--- src/rtl/dtc_params.svh ---
// Register offsets, field positions and reset values of the dual timer
`ifndef DTC_PARAMS_SVH
`define DTC_PARAMS_SVH
`define DTC_OFF_CFG 8'h00
`define DTC_OFF_CTL 8'h04
`define DTC_OFF_DIS 8'h08
`define DTC_OFF_IEN 8'h0C
`define DTC_OFF_RIS 8'h10
`define DTC_OFF_MIS 8'h14
`define DTC_OFF_ICLR 8'h18
`define DTC_OFF_LOADA 8'h1C
`define DTC_OFF_LOADB 8'h20
`define DTC_OFF_LOADBOTH 8'h24
`define DTC_OFF_MATCHA 8'h28
`define DTC_OFF_MATCHB 8'h2C
`define DTC_OFF_MATCHBOTH 8'h30
`define DTC_OFF_PREA 8'h34
`define DTC_OFF_PREB 8'h38
`define DTC_OFF_VALA 8'h3C
`define DTC_OFF_VALB 8'h40
`define DTC_OFF_RTCM 8'h44
`define DTC_OFF_RTCV 8'h48
`define DTC_CTL_A_EN 0
`define DTC_CTL_A_TRG 1
`define DTC_CTL_B_EN 8
`define DTC_CTL_B_TRG 9
`define DTC_CTL_RTC_EN 4
`define DTC_IRQ_A_TO 0
`define DTC_IRQ_A_CM 1
`define DTC_IRQ_A_CE 2
`define DTC_IRQ_RTC 3
`define DTC_IRQ_B_TO 8
`define DTC_IRQ_B_CM 9
`define DTC_IRQ_B_CE 10
`define DTC_IRQ_MASK 32'h0000070F
`define DTC_CFG_JOIN_LSB 0
`define DTC_CFG_A_MODE_LSB 4
`define DTC_CFG_B_MODE_LSB 8
`define DTC_RST_LOAD 16'hFFFF
`define DTC_RST_LOAD32 32'hFFFFFFFF
`define DTC_RST_ZERO 32'h00000000
`define DTC_RESP_OKAY 2'h0
`define DTC_RESP_SLVERR 2'h2
`endif

--- src/rtl/dtc_pkg.sv ---
// Types shared by the dual timer modules
package dtc_pkg;
   typedef enum logic [2:0] {
      DTC_ONE_SHOT = 3'h0,
      DTC_PERIODIC = 3'h1,
      DTC_CAP_COUNT = 3'h2,
      DTC_CAP_TIME = 3'h3,
      DTC_PWM = 3'h4
   } dtc_mode_t;
   typedef enum logic [1:0] {
      DTC_JOIN_PAIR = 2'h0,
      DTC_JOIN_32_OS = 2'h1,
      DTC_JOIN_32_PER = 2'h2,
      DTC_JOIN_RTC = 2'h3
   } dtc_join_t;
endpackage : dtc_pkg

--- src/rtl/dtc_half_if.sv ---
// Control and status bundle between the register file and one timer half
`timescale 1ns/1ps
interface dtc_half_if;
   import dtc_pkg::*;
   logic enable;
   logic trig_en;
   dtc_pkg::dtc_mode_t mode;
   logic [15:0] load;
   logic load_wr;
   logic [15:0] match;
   logic [7:0] prescale;
   logic cap_in;
   logic [15:0] count;
   logic timeout;
   logic cap_match;
   logic cap_event;
   logic pwm_out;
   logic trigger;
   modport ctl (output enable, trig_en, mode, load, load_wr, match, prescale, cap_in,
      input count, timeout, cap_match, cap_event, pwm_out, trigger);
   modport half (input enable, trig_en, mode, load, load_wr, match, prescale, cap_in,
      output count, timeout, cap_match, cap_event, pwm_out, trigger);
endinterface : dtc_half_if

--- src/rtl/dtc_half.sv ---
// One 16-bit timer half: prescaler, down counter, capture and PWM
`timescale 1ns/1ps
`include "dtc_params.svh"
module dtc_half (
   input wire logic clk,
   input wire logic sys_rst,
   dtc_half_if.half h
);
   import dtc_pkg::*;
   logic [15:0] cnt_q;
   logic [7:0] pre_q;
   logic cap_q;
   logic run_q;
   logic tick;
   logic zero;
   logic is_cap;
   logic edge_seen;
   // Prescaler only divides the 16-bit count tick
   assign tick = h.enable && run_q && (pre_q == h.prescale);
   assign zero = (cnt_q == 16'h0000);
   assign is_cap = (h.mode == DTC_CAP_COUNT) || (h.mode == DTC_CAP_TIME);
   assign edge_seen = h.cap_in && !cap_q;
   assign h.count = cnt_q;
   assign h.timeout = tick && zero && !is_cap;
   assign h.cap_event = h.enable && is_cap && edge_seen;
   assign h.cap_match = h.enable && (h.mode == DTC_CAP_COUNT) && edge_seen &&
      (cnt_q == h.match + 16'h0001);
   assign h.pwm_out = h.enable && (h.mode == DTC_PWM) && (cnt_q > h.match);
   assign h.trigger = h.trig_en && h.timeout;
   always_ff @(posedge clk or posedge sys_rst)
   begin
      if (sys_rst)
      begin
         cnt_q <= `DTC_RST_LOAD;
         pre_q <= 8'h00;
         cap_q <= 1'b0;
         run_q <= 1'b1;
      end
      else
      begin
         cap_q <= h.cap_in;
         pre_q <= (!h.enable || tick) ? 8'h00 : pre_q + 8'h01;
         if (h.load_wr)
         begin
            cnt_q <= h.load;
            run_q <= 1'b1;
         end
         else if (!h.enable)
            run_q <= 1'b1;
         else if (h.mode == DTC_CAP_COUNT)
         begin
            if (edge_seen)
               cnt_q <= (cnt_q == 16'h0000) ? h.load : cnt_q - 16'h0001;
         end
         else if (h.mode == DTC_CAP_TIME)
         begin
            if (tick)
               cnt_q <= cnt_q - 16'h0001;
         end
         else if (tick)
         begin
            if (!zero)
               cnt_q <= cnt_q - 16'h0001;
            else if (h.mode == DTC_ONE_SHOT)
               run_q <= 1'b0;
            else
               cnt_q <= h.load;
         end
      end
   end
   property p_timeout_zero;
      @(posedge clk) disable iff (sys_rst) h.timeout |-> cnt_q == 16'h0000;
   endproperty
   a_timeout_zero: assert property (p_timeout_zero) else $error("timeout without zero count");
   property p_trig_gate;
      @(posedge clk) disable iff (sys_rst) h.trigger |-> h.trig_en && h.timeout;
   endproperty
   a_trig_gate: assert property (p_trig_gate) else $error("trigger while disabled");
   property p_oneshot_stop;
      @(posedge clk) disable iff (sys_rst)
         h.timeout && h.mode == DTC_ONE_SHOT && !h.load_wr ##1 h.mode == DTC_ONE_SHOT && !h.load_wr
            |-> !h.timeout && cnt_q == 16'h0000;
   endproperty
   a_oneshot_stop: assert property (p_oneshot_stop) else $error("one-shot kept counting");
   property p_periodic_reload;
      @(posedge clk) disable iff (sys_rst)
         h.timeout && h.mode == DTC_PERIODIC && !h.load_wr |=> cnt_q == $past(h.load);
   endproperty
   a_periodic_reload: assert property (p_periodic_reload) else $error("periodic did not reload");
   property p_load_now;
      @(posedge clk) disable iff (sys_rst) h.load_wr |=> cnt_q == $past(h.load);
   endproperty
   a_load_now: assert property (p_load_now) else $error("load not transferred");
   property p_disabled_hold;
      @(posedge clk) disable iff (sys_rst) !h.enable && !h.load_wr |=> $stable(cnt_q);
   endproperty
   a_disabled_hold: assert property (p_disabled_hold) else $error("counted while disabled");
   property p_pwm_duty;
      @(posedge clk) disable iff (sys_rst)
         h.enable && h.mode == DTC_PWM |-> h.pwm_out == (cnt_q > h.match);
   endproperty
   a_pwm_duty: assert property (p_pwm_duty) else $error("pwm edge not at match");
   c_timeout: cover property (@(posedge clk) disable iff (sys_rst) h.timeout);
   c_cap_match: cover property (@(posedge clk) disable iff (sys_rst) h.cap_match);
endmodule : dtc_half

--- src/rtl/dtc_top.sv ---
// Dual 16/32-bit timer with AXI4-Lite register file and interrupt status
//
// Summary of operation
// - Each half has a trigger output enable; clear suppresses its trigger.
// - Disable request stops half A, half B or both as selected.
// - Writing a mask to the clear register clears only the selected pending flags.
// - Interrupt output is driven only by pending sources that are enabled.
// - Seven maskable sources: capture event, capture match, timeout per half, RTC.
// - Raw and masked status readable, masked is raw AND enable, same layout.
// - Programmed load value of each half reads back.
// - Writing load to a running half transfers it into the counter immediately.
// - Capture count mode compares count with match to raise capture match.
// - PWM match value sets the output change point, hence duty cycle.
// - Programmed match value of each half reads back.
// - One load or match write may target half A, B, or both.
// - One-shot stops at zero; periodic reloads at zero and continues.
// - Timeout at zero count; RTC match when RTC count equals its match.
// - Each half has an 8-bit prescaler, used only in 16-bit modes.
//
// Design decisions made here: the register offsets and the AXI4-Lite register port.
`timescale 1ns/1ps
`include "dtc_params.svh"
module dtc_top (
   input wire logic clk,
   input wire logic sys_rst,
   input wire logic [7:0] s_axi_awaddr,
   input wire logic s_axi_awvalid,
   output logic s_axi_awready,
   input wire logic [31:0] s_axi_wdata,
   input wire logic [3:0] s_axi_wstrb,
   input wire logic s_axi_wvalid,
   output logic s_axi_wready,
   output logic [1:0] s_axi_bresp,
   output logic s_axi_bvalid,
   input wire logic s_axi_bready,
   input wire logic [7:0] s_axi_araddr,
   input wire logic s_axi_arvalid,
   output logic s_axi_arready,
   output logic [31:0] s_axi_rdata,
   output logic [1:0] s_axi_rresp,
   output logic s_axi_rvalid,
   input wire logic s_axi_rready,
   input wire logic cap_a_in,
   input wire logic cap_b_in,
   input wire logic rtc_tick,
   output logic pwm_a_out,
   output logic pwm_b_out,
   output logic trig_a_out,
   output logic trig_b_out,
   output logic timer_irq
);
   import dtc_pkg::*;
   dtc_half_if ha ();
   dtc_half_if hb ();
   logic [31:0] cfg_q;
   logic [31:0] ctl_q;
   logic [31:0] ien_q;
   logic [31:0] ris_q;
   logic [31:0] ris_d;
   logic [15:0] load_a_q;
   logic [15:0] load_b_q;
   logic [15:0] match_a_q;
   logic [15:0] match_b_q;
   logic [7:0] pre_a_q;
   logic [7:0] pre_b_q;
   logic [31:0] rtc_match_q;
   logic [31:0] rtc_cnt_q;
   logic [31:0] w32_cnt_q;
   logic w32_run_q;
   logic aw_held_q;
   logic w_held_q;
   logic [7:0] awaddr_q;
   logic [31:0] wdata_q;
   logic bvalid_q;
   logic [1:0] bresp_q;
   logic rvalid_q;
   logic [31:0] rdata_q;
   logic [1:0] rresp_q;
   logic wr_fire;
   logic full_word;
   logic wr_ok;
   logic rd_hit;
   logic [31:0] rd_mux;
   logic [31:0] ev;
   logic [31:0] clr_mask;
   logic [31:0] mis;
   logic joined;
   logic rtc_mode;
   logic w32_per;
   logic [31:0] load32;
   logic [31:0] match32;
   logic w32_tick;
   logic w32_zero;
   logic w32_to;
   logic rtc_hit;
   logic wr_cfg;
   logic wr_ctl;
   logic wr_dis;
   logic wr_ld_a;
   logic wr_ld_b;
   logic wr_mt_a;
   logic wr_mt_b;
   logic [31:0] dis_bits;
   // Write channel: address and data taken in either order
   assign s_axi_awready = !aw_held_q && !bvalid_q;
   assign s_axi_wready = !w_held_q && !bvalid_q;
   assign wr_fire = aw_held_q && w_held_q && !bvalid_q;
   assign full_word = 1'b1;
   assign wr_ok = full_word && (awaddr_q <= `DTC_OFF_RTCV) && (awaddr_q[1:0] == 2'h0);
   assign wr_cfg = wr_fire && awaddr_q == `DTC_OFF_CFG;
   assign wr_ctl = wr_fire && awaddr_q == `DTC_OFF_CTL;
   assign wr_dis = wr_fire && awaddr_q == `DTC_OFF_DIS;
   // Load and match writes pick A, B, or both
   assign wr_ld_a = wr_fire && (awaddr_q == `DTC_OFF_LOADA || awaddr_q == `DTC_OFF_LOADBOTH);
   assign wr_ld_b = wr_fire && (awaddr_q == `DTC_OFF_LOADB || awaddr_q == `DTC_OFF_LOADBOTH);
   assign wr_mt_a = wr_fire && (awaddr_q == `DTC_OFF_MATCHA || awaddr_q == `DTC_OFF_MATCHBOTH);
   assign wr_mt_b = wr_fire && (awaddr_q == `DTC_OFF_MATCHB || awaddr_q == `DTC_OFF_MATCHBOTH);
   assign dis_bits = wr_dis ? wdata_q : `DTC_RST_ZERO;
   assign clr_mask = (wr_fire && awaddr_q == `DTC_OFF_ICLR) ? (wdata_q & `DTC_IRQ_MASK) : `DTC_RST_ZERO;
   // Mode and join fields
   assign joined = cfg_q[`DTC_CFG_JOIN_LSB +: 2] != DTC_JOIN_PAIR;
   assign rtc_mode = cfg_q[`DTC_CFG_JOIN_LSB +: 2] == DTC_JOIN_RTC;
   assign w32_per = cfg_q[`DTC_CFG_JOIN_LSB +: 2] == DTC_JOIN_32_PER;
   // In 32-bit operation half A registers hold the low half and half B registers the high half of the word
   assign load32 = {load_b_q, load_a_q};
   assign match32 = {match_b_q, match_a_q};
   assign ha.enable = ctl_q[`DTC_CTL_A_EN] && !joined;
   assign hb.enable = ctl_q[`DTC_CTL_B_EN] && !joined;
   assign ha.trig_en = ctl_q[`DTC_CTL_A_TRG];
   assign hb.trig_en = ctl_q[`DTC_CTL_B_TRG];
   assign ha.mode = dtc_mode_t'(cfg_q[`DTC_CFG_A_MODE_LSB +: 3]);
   assign hb.mode = dtc_mode_t'(cfg_q[`DTC_CFG_B_MODE_LSB +: 3]);
   assign ha.load = wr_ld_a ? wdata_q[15:0] : load_a_q;
   assign hb.load = wr_ld_b ? wdata_q[15:0] : load_b_q;
   assign ha.load_wr = wr_ld_a;
   assign hb.load_wr = wr_ld_b;
   assign ha.match = match_a_q;
   assign hb.match = match_b_q;
   assign ha.prescale = pre_a_q;
   assign hb.prescale = pre_b_q;
   assign ha.cap_in = cap_a_in;
   assign hb.cap_in = cap_b_in;
   // 32-bit one-shot, periodic and RTC counter
   assign w32_tick = joined && !rtc_mode && ctl_q[`DTC_CTL_A_EN] && w32_run_q;
   assign w32_zero = w32_cnt_q == `DTC_RST_ZERO;
   assign w32_to = w32_tick && w32_zero;
   assign rtc_hit = rtc_mode && ctl_q[`DTC_CTL_RTC_EN] && rtc_tick && (rtc_cnt_q + 32'h1 == rtc_match_q);
   assign pwm_a_out = ha.pwm_out;
   assign pwm_b_out = hb.pwm_out;
   assign trig_a_out = ha.trigger || (ctl_q[`DTC_CTL_A_TRG] && w32_to);
   assign trig_b_out = hb.trigger;
   // Seven event sources
   assign ev = ({31'h0, ha.timeout || w32_to} << `DTC_IRQ_A_TO)
      | ({31'h0, ha.cap_match} << `DTC_IRQ_A_CM)
      | ({31'h0, ha.cap_event} << `DTC_IRQ_A_CE)
      | ({31'h0, rtc_hit} << `DTC_IRQ_RTC)
      | ({31'h0, hb.timeout} << `DTC_IRQ_B_TO)
      | ({31'h0, hb.cap_match} << `DTC_IRQ_B_CM)
      | ({31'h0, hb.cap_event} << `DTC_IRQ_B_CE);
   // Events set regardless of enable and win over a clear
   assign ris_d = ((ris_q & ~clr_mask) | ev) & `DTC_IRQ_MASK;
   assign mis = ris_q & ien_q;
   assign timer_irq = |mis;
   // Read decode
   assign rd_hit = (s_axi_araddr <= `DTC_OFF_RTCV) && (s_axi_araddr[1:0] == 2'h0) &&
      (s_axi_araddr != `DTC_OFF_ICLR) && (s_axi_araddr != `DTC_OFF_DIS);
   assign rd_mux = (s_axi_araddr == `DTC_OFF_CFG) ? cfg_q :
      (s_axi_araddr == `DTC_OFF_CTL) ? ctl_q :
      (s_axi_araddr == `DTC_OFF_IEN) ? ien_q :
      (s_axi_araddr == `DTC_OFF_RIS) ? ris_q :
      (s_axi_araddr == `DTC_OFF_MIS) ? mis :
      (s_axi_araddr == `DTC_OFF_LOADA) ? (joined ? load32 : {16'h0, load_a_q}) :
      (s_axi_araddr == `DTC_OFF_LOADB) ? {16'h0, load_b_q} :
      (s_axi_araddr == `DTC_OFF_MATCHA) ? (joined ? match32 : {16'h0, match_a_q}) :
      (s_axi_araddr == `DTC_OFF_MATCHB) ? {16'h0, match_b_q} :
      (s_axi_araddr == `DTC_OFF_PREA) ? {24'h0, pre_a_q} :
      (s_axi_araddr == `DTC_OFF_PREB) ? {24'h0, pre_b_q} :
      (s_axi_araddr == `DTC_OFF_VALA) ? (joined ? (rtc_mode ? rtc_cnt_q : w32_cnt_q) : {16'h0, ha.count}) :
      (s_axi_araddr == `DTC_OFF_VALB) ? {16'h0, hb.count} :
      (s_axi_araddr == `DTC_OFF_RTCM) ? rtc_match_q :
      (s_axi_araddr == `DTC_OFF_RTCV) ? rtc_cnt_q : `DTC_RST_ZERO;
   assign s_axi_arready = !rvalid_q;
   assign s_axi_rvalid = rvalid_q;
   assign s_axi_rdata = rdata_q;
   assign s_axi_rresp = rresp_q;
   assign s_axi_bvalid = bvalid_q;
   assign s_axi_bresp = bresp_q;
   dtc_half u_half_a (
      .clk(clk),
      .sys_rst(sys_rst),
      .h(ha)
   );
   dtc_half u_half_b (
      .clk(clk),
      .sys_rst(sys_rst),
      .h(hb)
   );
   always_ff @(posedge clk or posedge sys_rst)
   begin
      if (sys_rst)
      begin
         aw_held_q <= 1'b0;
         w_held_q <= 1'b0;
         awaddr_q <= 8'h00;
         wdata_q <= `DTC_RST_ZERO;
         bvalid_q <= 1'b0;
         bresp_q <= `DTC_RESP_OKAY;
      end
      else
      begin
         if (s_axi_awvalid && s_axi_awready)
         begin
            aw_held_q <= 1'b1;
            awaddr_q <= s_axi_awaddr;
         end
         if (s_axi_wvalid && s_axi_wready)
         begin
            w_held_q <= 1'b1;
            wdata_q <= s_axi_wdata;
         end
         if (wr_fire)
         begin
            aw_held_q <= 1'b0;
            w_held_q <= 1'b0;
            bvalid_q <= 1'b1;
            bresp_q <= wr_ok ? `DTC_RESP_OKAY : `DTC_RESP_SLVERR;
         end
         else if (bvalid_q && s_axi_bready)
            bvalid_q <= 1'b0;
      end
   end
   always_ff @(posedge clk or posedge sys_rst)
   begin
      if (sys_rst)
      begin
         rvalid_q <= 1'b0;
         rdata_q <= `DTC_RST_ZERO;
         rresp_q <= `DTC_RESP_OKAY;
      end
      else if (s_axi_arvalid && s_axi_arready)
      begin
         rvalid_q <= 1'b1;
         rdata_q <= rd_hit ? rd_mux : `DTC_RST_ZERO;
         rresp_q <= rd_hit ? `DTC_RESP_OKAY : `DTC_RESP_SLVERR;
      end
      else if (rvalid_q && s_axi_rready)
         rvalid_q <= 1'b0;
   end
   always_ff @(posedge clk or posedge sys_rst)
   begin
      if (sys_rst)
      begin
         cfg_q <= `DTC_RST_ZERO;
         ctl_q <= `DTC_RST_ZERO;
         ien_q <= `DTC_RST_ZERO;
         ris_q <= `DTC_RST_ZERO;
      end
      else
      begin
         ris_q <= ris_d;
         // Mode write leaves every half disabled
         if (wr_cfg)
         begin
            cfg_q <= wdata_q;
            ctl_q <= `DTC_RST_ZERO;
         end
         else if (wr_ctl)
            ctl_q <= wdata_q;
         else
            ctl_q <= ctl_q & ~dis_bits;
         if (wr_fire && awaddr_q == `DTC_OFF_IEN)
            ien_q <= wdata_q & `DTC_IRQ_MASK;
      end
   end
   always_ff @(posedge clk or posedge sys_rst)
   begin
      if (sys_rst)
      begin
         load_a_q <= `DTC_RST_LOAD;
         load_b_q <= `DTC_RST_LOAD;
         match_a_q <= 16'h0000;
         match_b_q <= 16'h0000;
         pre_a_q <= 8'h00;
         pre_b_q <= 8'h00;
         rtc_match_q <= `DTC_RST_ZERO;
      end
      else
      begin
         if (wr_ld_a)
            load_a_q <= wdata_q[15:0];
         if (wr_ld_b || (wr_ld_a && joined))
            load_b_q <= (wr_ld_a && joined) ? wdata_q[31:16] : wdata_q[15:0];
         if (wr_mt_a)
            match_a_q <= wdata_q[15:0];
         if (wr_mt_b || (wr_mt_a && joined))
            match_b_q <= (wr_mt_a && joined) ? wdata_q[31:16] : wdata_q[15:0];
         if (wr_fire && awaddr_q == `DTC_OFF_PREA)
            pre_a_q <= wdata_q[7:0];
         if (wr_fire && awaddr_q == `DTC_OFF_PREB)
            pre_b_q <= wdata_q[7:0];
         if (wr_fire && awaddr_q == `DTC_OFF_RTCM)
            rtc_match_q <= wdata_q;
      end
   end
   always_ff @(posedge clk or posedge sys_rst)
   begin
      if (sys_rst)
      begin
         w32_cnt_q <= `DTC_RST_LOAD32;
         w32_run_q <= 1'b1;
         rtc_cnt_q <= `DTC_RST_ZERO;
      end
      else
      begin
         if (wr_ld_a && joined)
         begin
            w32_cnt_q <= wdata_q;
            w32_run_q <= 1'b1;
         end
         else if (!ctl_q[`DTC_CTL_A_EN])
            w32_run_q <= 1'b1;
         else if (w32_tick && !w32_zero)
            w32_cnt_q <= w32_cnt_q - 32'h1;
         else if (w32_to && w32_per)
            w32_cnt_q <= load32;
         else if (w32_to)
            w32_run_q <= 1'b0;
         if (rtc_mode && ctl_q[`DTC_CTL_RTC_EN] && rtc_tick)
            rtc_cnt_q <= rtc_cnt_q + 32'h1;
      end
   end
   property p_irq_masked;
      @(posedge clk) disable iff (sys_rst) timer_irq |-> |(ris_q & ien_q);
   endproperty
   a_irq_masked: assert property (p_irq_masked) else $error("irq from disabled source");
   property p_sticky;
      @(posedge clk) disable iff (sys_rst) ris_q[`DTC_IRQ_A_TO] && clr_mask[`DTC_IRQ_A_TO] == 1'b0
         |=> ris_q[`DTC_IRQ_A_TO];
   endproperty
   a_sticky: assert property (p_sticky) else $error("raw flag lost without clear");
   property p_event_sets;
      @(posedge clk) disable iff (sys_rst) hb.timeout |=> ris_q[`DTC_IRQ_B_TO];
   endproperty
   a_event_sets: assert property (p_event_sets) else $error("event did not set flag");
   property p_clear;
      @(posedge clk) disable iff (sys_rst) clr_mask != 32'h0 && ev == 32'h0
         |=> (ris_q & $past(clr_mask)) == 32'h0 && (ris_q == ($past(ris_q) & ~$past(clr_mask)));
   endproperty
   a_clear: assert property (p_clear) else $error("clear touched wrong flags");
   property p_mis;
      @(posedge clk) disable iff (sys_rst) mis == (ris_q & ien_q) && (ris_q & ~`DTC_IRQ_MASK) == 32'h0;
   endproperty
   a_mis: assert property (p_mis) else $error("masked status mismatch");
   property p_cfg_disables;
      @(posedge clk) disable iff (sys_rst) wr_cfg |=> !ctl_q[`DTC_CTL_A_EN] && !ctl_q[`DTC_CTL_B_EN];
   endproperty
   a_cfg_disables: assert property (p_cfg_disables) else $error("mode write left timer on");
   property p_disable_sel;
      @(posedge clk) disable iff (sys_rst) wr_dis && wdata_q[`DTC_CTL_B_EN] |=> !ctl_q[`DTC_CTL_B_EN];
   endproperty
   a_disable_sel: assert property (p_disable_sel) else $error("disable ignored");
   property p_both_load;
      @(posedge clk) disable iff (sys_rst) wr_fire && awaddr_q == `DTC_OFF_LOADBOTH && !joined
         |=> load_a_q == $past(wdata_q[15:0]) && load_b_q == $past(wdata_q[15:0]);
   endproperty
   a_both_load: assert property (p_both_load) else $error("both-halves load failed");
   c_irq: cover property (@(posedge clk) disable iff (sys_rst) timer_irq);
   c_clear_irq: cover property (@(posedge clk) disable iff (sys_rst) timer_irq ##[1:20] !timer_irq);
   c_rtc: cover property (@(posedge clk) disable iff (sys_rst) rtc_hit);
endmodule : dtc_top

--- config.mk ---
export PLATFORM = sky130hd
export DESIGN_NAME = dtc_top
export DESIGN_NICKNAME = d
export VERILOG_FILES = /design/src/rtl/dtc_pkg.sv /design/src/rtl/dtc_half_if.sv /design/src/rtl/dtc_half.sv /design/src/rtl/dtc_top.sv
export VERILOG_INCLUDE_DIRS = /design/src /design/src/rtl
export SDC_FILE = /design/constraint.sdc
export NUM_CORES = 1
export LEC_CHECK = 0
export ABC_CLOCK_PERIOD_IN_PS = 19500
export BUFFER_PORTS_ARGS = -buffer_cell sky130_fd_sc_hd__buf_2
export CORE_MARGIN = 5
export CORE_UTILIZATION = 65
export DETAILED_ROUTE_END_ITERATION = 12
export PLACE_DENSITY = 0.84
export SYNTH_ARGS = -nofsm -noshare
export SYNTH_HDL_FRONTEND = slang
export SYNTH_HIERARCHICAL = 1
export SYNTH_SLANG_ARGS = --single-unit
--- constraint.sdc ---
create_clock -name clk -period 19.5 [get_ports clk]
set_input_delay 3.9 -clock clk [delete_from_list [all_inputs] [get_ports clk]]
set_output_delay 3.9 -clock clk [all_outputs]
set_load 0.02 [all_outputs]
==> metrics.txt <==
# TYPE chip_impl_metric gauge
chip_impl_metric{name="synth_enable_flop_cells",unit=""} 0
chip_impl_metric{name="synthDistinctLibCells",unit=""} 100
chip_impl_metric{name="place_inst",unit=""} 2989
chip_impl_metric{name="power.density",unit="mW/mm2"} 124
chip_impl_metric{name="cp_data_required_time",unit="ns"} 15.60
chip_impl_info{name="cts_tree",value="built"} 1
chip_impl_metric{name="avgViaCountPerCell",unit=""} 7.25
chip_impl_metric{name="layout-area-overhead-vs-synth",unit="%"} 8.39
chip_impl_info{name="run_status",value="complete, no violations"} 1
chip_impl_metric{name="ys_seq_elements",unit=""} 385
chip_impl_metric{name="setup_viol_count_final",unit=""} 0
chip_impl_metric{name="via_count",unit=""} 22254
chip_impl_metric{name="multi_input_area",unit="mm2"} 0.0134
chip_impl_metric{name="timing.critical_path.slowest_cell_delay",unit="ns"} 0.56
chip_impl_metric{name="core",unit="mm2"} 0.0366
chip_impl_info{name="unrepaired_setup_endpoints_after_global_routing",value="no"} 1
chip_impl_metric{name="finalHoldWorstSlack",unit="ns"} 0.480
chip_impl_metric{name="cts_max_path_buffers",unit=""} 3
chip_impl_metric{name="finalNetCount",unit=""} 2674
chip_impl_metric{name="routedWlPerCell",unit="um"} 28.4
chip_impl_metric{name="stdcell_area",unit="mm2"} 0.0261
chip_impl_metric{name="route.antenna.remaining_nets",unit=""} 0
chip_impl_metric{name="report.final.hold_viol_count",unit=""} 0
chip_impl_metric{name="clock_sink_count",unit=""} 385
chip_impl_metric{name="finalSetupTns",unit="ns"} 0
chip_impl_metric{name="period_share",unit="%"} 36.1
chip_impl_metric{name="ys_warn_count",unit=""} 6
chip_impl_metric{name="synth-seq-area-share",unit="%"} 40.5
chip_impl_metric{name="wire_length_after_detailed_routing",unit="um"} 87100
chip_impl_metric{name="grt_start_max_net_pins",unit=""} 116
chip_impl_info{name="path_cells",value="or4_4, or4_4, nor4_4, nand2b_1, o21bai_1, buf_2"} 1
chip_impl_metric{name="clkSlewWorstSetupHoldPaths",unit="ns"} 0.06
chip_impl_metric{name="placement.cell_area",unit="mm2"} 0.0247
chip_impl_metric{name="yosysTopAreaCellShare",unit="%"} 29.7
chip_impl_metric{name="cts_max_level",unit=""} 2
chip_impl_metric{name="rows",unit=""} 70
chip_impl_info{name="critPathLaunchType",value="register"} 1
chip_impl_info{name="cell_type_with_the_highest_aggregate_area_in_the_netlist",value="sky130_fd_sc_hd__dfrtp_1"} 1
chip_impl_metric{name="fillCellCount",unit=""} 2733
chip_impl_metric{name="cap_violations",unit=""} 0
chip_impl_metric{name="timing.fmax",unit="MHz"} 142
chip_impl_metric{name="seqCellArea",unit="mm2"} 0.00976
chip_impl_metric{name="vias_in_the_first_global_route",unit=""} 21833
chip_impl_metric{name="dr.first_iter.drc_count",unit=""} 3131
chip_impl_metric{name="avgSynthCellArea",unit="um2"} 9.36
chip_impl_metric{name="postSynth.asyncResetShare",unit="%"} 100
chip_impl_info{name="path_common_cell",value="sky130_fd_sc_hd__or4_4"} 1
chip_impl_metric{name="critical_path_peak_fanout",unit=""} 7
chip_impl_metric{name="cts_inserted_buffers",unit=""} 43
chip_impl_metric{name="hpwl",unit="um"} 60900
chip_impl_info{name="hold_path.class",value="register to register"} 1
chip_impl_metric{name="slew_headroom",unit="%"} 15.5
chip_impl_metric{name="grt_util_all_layers",unit="%"} 41.7
chip_impl_metric{name="boundaryPins",unit=""} 108
chip_impl_info{name="highest_count_cells_in_the_layout_ignoring_fill_and_taps",value="sky130_fd_sc_hd__dfrtp_1 (286), sky130_fd_sc_hd__nand2_1 (278), sky130_fd_sc_hd__mux2_2 (212)"} 1
chip_impl_metric{name="cts_post_setup_buffers_inserted",unit=""} 0
chip_impl_info{name="timing.critical_path.slowest_stage_cell",value="sky130_fd_sc_hd__or4_4"} 1
chip_impl_metric{name="chip_height",unit="um"} 203
chip_impl_metric{name="synth.cell_area",unit="mm2"} 0.0241
chip_impl_info{name="path_class",value="register to output port"} 1
chip_impl_metric{name="overflow_left_after_global_routing",unit=""} 0
chip_impl_metric{name="starting_density_of_the_core",unit="%"} 65.8
chip_impl_info{name="ys_dominant_reg_cell",value="sky130_fd_sc_hd__dfrtp_1"} 1
chip_impl_metric{name="clock-skew-final",unit="ns"} 0.0203
chip_impl_metric{name="clock_insertion_delay_worst_skew",unit="ns"} 0.59
chip_impl_metric{name="final_cell_count_no_fill",unit=""} 3070
chip_impl_metric{name="power_leakage",unit="nW"} 11.0
chip_impl_metric{name="detailedRoute.firstPassIterationCount",unit=""} 7
chip_impl_info{name="largest_cells_by_area_after_synthesis",value="sky130_fd_sc_hd__dfrtp_1 (30%), sky130_fd_sc_hd__dfstp_2 (11%), sky130_fd_sc_hd__mux2_2 (9.9%), sky130_fd_sc_hd__nand2_1 (4.3%), sky130_fd_sc_hd__xnor2_1 (3.3%)"} 1
chip_impl_metric{name="finalCoreUtilization",unit="%"} 71.3
chip_impl_metric{name="timing_worst_slew_pin_value",unit="ns"} 1.27
chip_impl_metric{name="hold_buffers",unit=""} 0
chip_impl_metric{name="grt_pass1_wl",unit="um"} 132000
chip_impl_info{name="clk_root_buffer_cell",value="sky130_fd_sc_hd__clkbuf_16"} 1
chip_impl_info{name="final_common_cell",value="sky130_fd_sc_hd__dfrtp_1"} 1
chip_impl_metric{name="antenna_found_initial",unit=""} 1
chip_impl_metric{name="place_congestion",unit=""} 1.02
chip_impl_metric{name="port_buffers",unit=""} 101
chip_impl_metric{name="cp.arrival",unit="ns"} 3.13
chip_impl_metric{name="period_minus_slack",unit="ns"} 7.03
chip_impl_metric{name="cts_repair_resize_count",unit=""} 0
chip_impl_info{name="end_kind",value="output port"} 1
chip_impl_metric{name="detail_route.drc_violations",unit=""} 0
chip_impl_metric{name="peakVddDrop",unit="mV"} 0.103
chip_impl_metric{name="report.final.slew_viol_count",unit=""} 0
chip_impl_metric{name="die_area",unit="mm2"} 0.0410
chip_impl_metric{name="horiz_die_dim",unit="um"} 203
chip_impl_metric{name="netlist_instances",unit=""} 2573
chip_impl_metric{name="drive_gt1_share",unit="%"} 21.8
[worst max-delay path, delay by kind of cell (launching register included)]
family / cells / cell delay (ns)
compound gates: 1 / 0.20
buf+inv: 1 / 0.20
flops: 1 / 0.41
simple gates: 4 / 1.72
[flip-flops by register name, summed over array words and instances (netlist names), 8 cells and up]
| register | count |
|---|---|
| hb.match | 16 |
| awaddr_q | 8 |
| u_half_a/pre_q | 8 |
| ha.match | 16 |
| wdata_q | 32 |
| hb.prescale | 8 |
| load_b_q | 16 |
| rtc_match_q | 32 |
| load_a_q | 16 |
| u_half_a/h.count | 16 |
| u_half_b/h.count | 16 |
| rtc_cnt_q | 32 |
| w32_cnt_q | 32 |
| u_half_b/pre_q | 8 |
| s_axi_rdata | 32 |
| ha.prescale | 8 |
| cfg_q | 32 |
| ctl_q | 32 |
[layout make-up]
type / count / share of cell area (%)
inverter: 67 / 0.992
antenna: 1 / 0.00958
multi-input combinational: 1936 / 51.2
timing repair buffer: 133 / 2.86
clock buffer: 62 / 4.66
sequential: 385 / 37.4
tap: 468 / 2.24
clock inverter: 18 / 0.657
[cells in the mapped netlist (9+ instances only)]
cell and count:
sky130_fd_sc_hd__a211oi_1 38, sky130_fd_sc_hd__a21oi_1 128, sky130_fd_sc_hd__and2_1 9, sky130_fd_sc_hd__nor4_1 40
sky130_fd_sc_hd__buf_1 13, sky130_fd_sc_hd__ha_1 46, sky130_fd_sc_hd__mux2i_1 43, sky130_fd_sc_hd__o22ai_1 10
sky130_fd_sc_hd__a21o_1 17, sky130_fd_sc_hd__xor2_1 72, sky130_fd_sc_hd__nand2_1 278, sky130_fd_sc_hd__nor4b_1 9
sky130_fd_sc_hd__nor2_1 173, sky130_fd_sc_hd__nand3_1 103, sky130_fd_sc_hd__dfrtp_1 286, sky130_fd_sc_hd__nor3b_1 13
sky130_fd_sc_hd__mux2_2 212, sky130_fd_sc_hd__nor3_1 64, sky130_fd_sc_hd__nand4_1 31, sky130_fd_sc_hd__o21a_1 17
sky130_fd_sc_hd__or3_1 20, sky130_fd_sc_hd__o21ai_1 47, sky130_fd_sc_hd__a222oi_1 22, sky130_fd_sc_hd__or4_1 9
sky130_fd_sc_hd__o21ai_0 110, sky130_fd_sc_hd__and3_1 29, sky130_fd_sc_hd__buf_2 32, sky130_fd_sc_hd__and4_1 13
sky130_fd_sc_hd__a31oi_1 13, sky130_fd_sc_hd__nor2b_1 24, sky130_fd_sc_hd__clkbuf_1 134, sky130_fd_sc_hd__inv_1 64
sky130_fd_sc_hd__a22oi_1 30, sky130_fd_sc_hd__dfstp_2 99, sky130_fd_sc_hd__a221o_1 25, sky130_fd_sc_hd__a221oi_1 30
sky130_fd_sc_hd__xnor2_1 91, sky130_fd_sc_hd__nand2b_1 14
[report_power, final]
| part | leakage (nW) | switching [mW] | internal [mW] |
|---|---|---|---|
| Clock | 0.681 | 0.351 | 0.464 |
| Sequential | 4.88 | 0.460 | 1.02 |
| Combinational | 5.48 | 0.511 | 0.434 |
| Total | 11.0 | 1.32 | 1.92 |
[logic make-up after synthesis]
group	synth area share [%]
buffers and inverters	4.25
muxes	11.7
AOI/OAI and AO/OA	16.3
xor gates and xnor gates	6.03
and+or+nand+nor	18.8
DFF	40.5
adders and majority gates	2.39
other	0.0156
[through the flow]
step | setup slack (ns) | total power, mW
after floorplan | 6.48 | 1.96
after global placement | 12.57 | 2.31
after detailed placement | 12.53 | 2.37
after CTS | 12.50 | 3.19
after global routing | 12.37 | 3.36
final | 12.47 | 3.24
[final timing paths]
| kind | startpoint | end | slack (ns) | cells after the start |
|---|---|---|---|---|
| setup reg to reg | s_axi_bvalid | u_half_b/h.count[11] | 15.39 | 9 |
| min in group asynchronous | sys_rst | s_axi_rdata[7] | 3.51 | 2 |
| hold / removal | s_axi_rdata[24] | s_axi_rdata[24] | 0.48 | 2 |
| setup / recovery | w32_cnt_q[24] | trig_a_out | 12.47 | 6 |
| max in group asynchronous | sys_rst | rtc_cnt_q[26] | 14.40 | 3 |
| hold reg to reg | s_axi_rdata[24] | s_axi_rdata[24] | 0.48 | 2 |
[layer usage]
metal  wire (um)  vias up  global-route usage, %
li1            -     9397                      -
met1       30400    10736                   52.9
met2       37500     1660                   62.5
met3       10300      459                   9.09
met4        8770        2                   31.9
met5          49        -                      0
No activity file was read; power rests on OpenSTA's default activity.
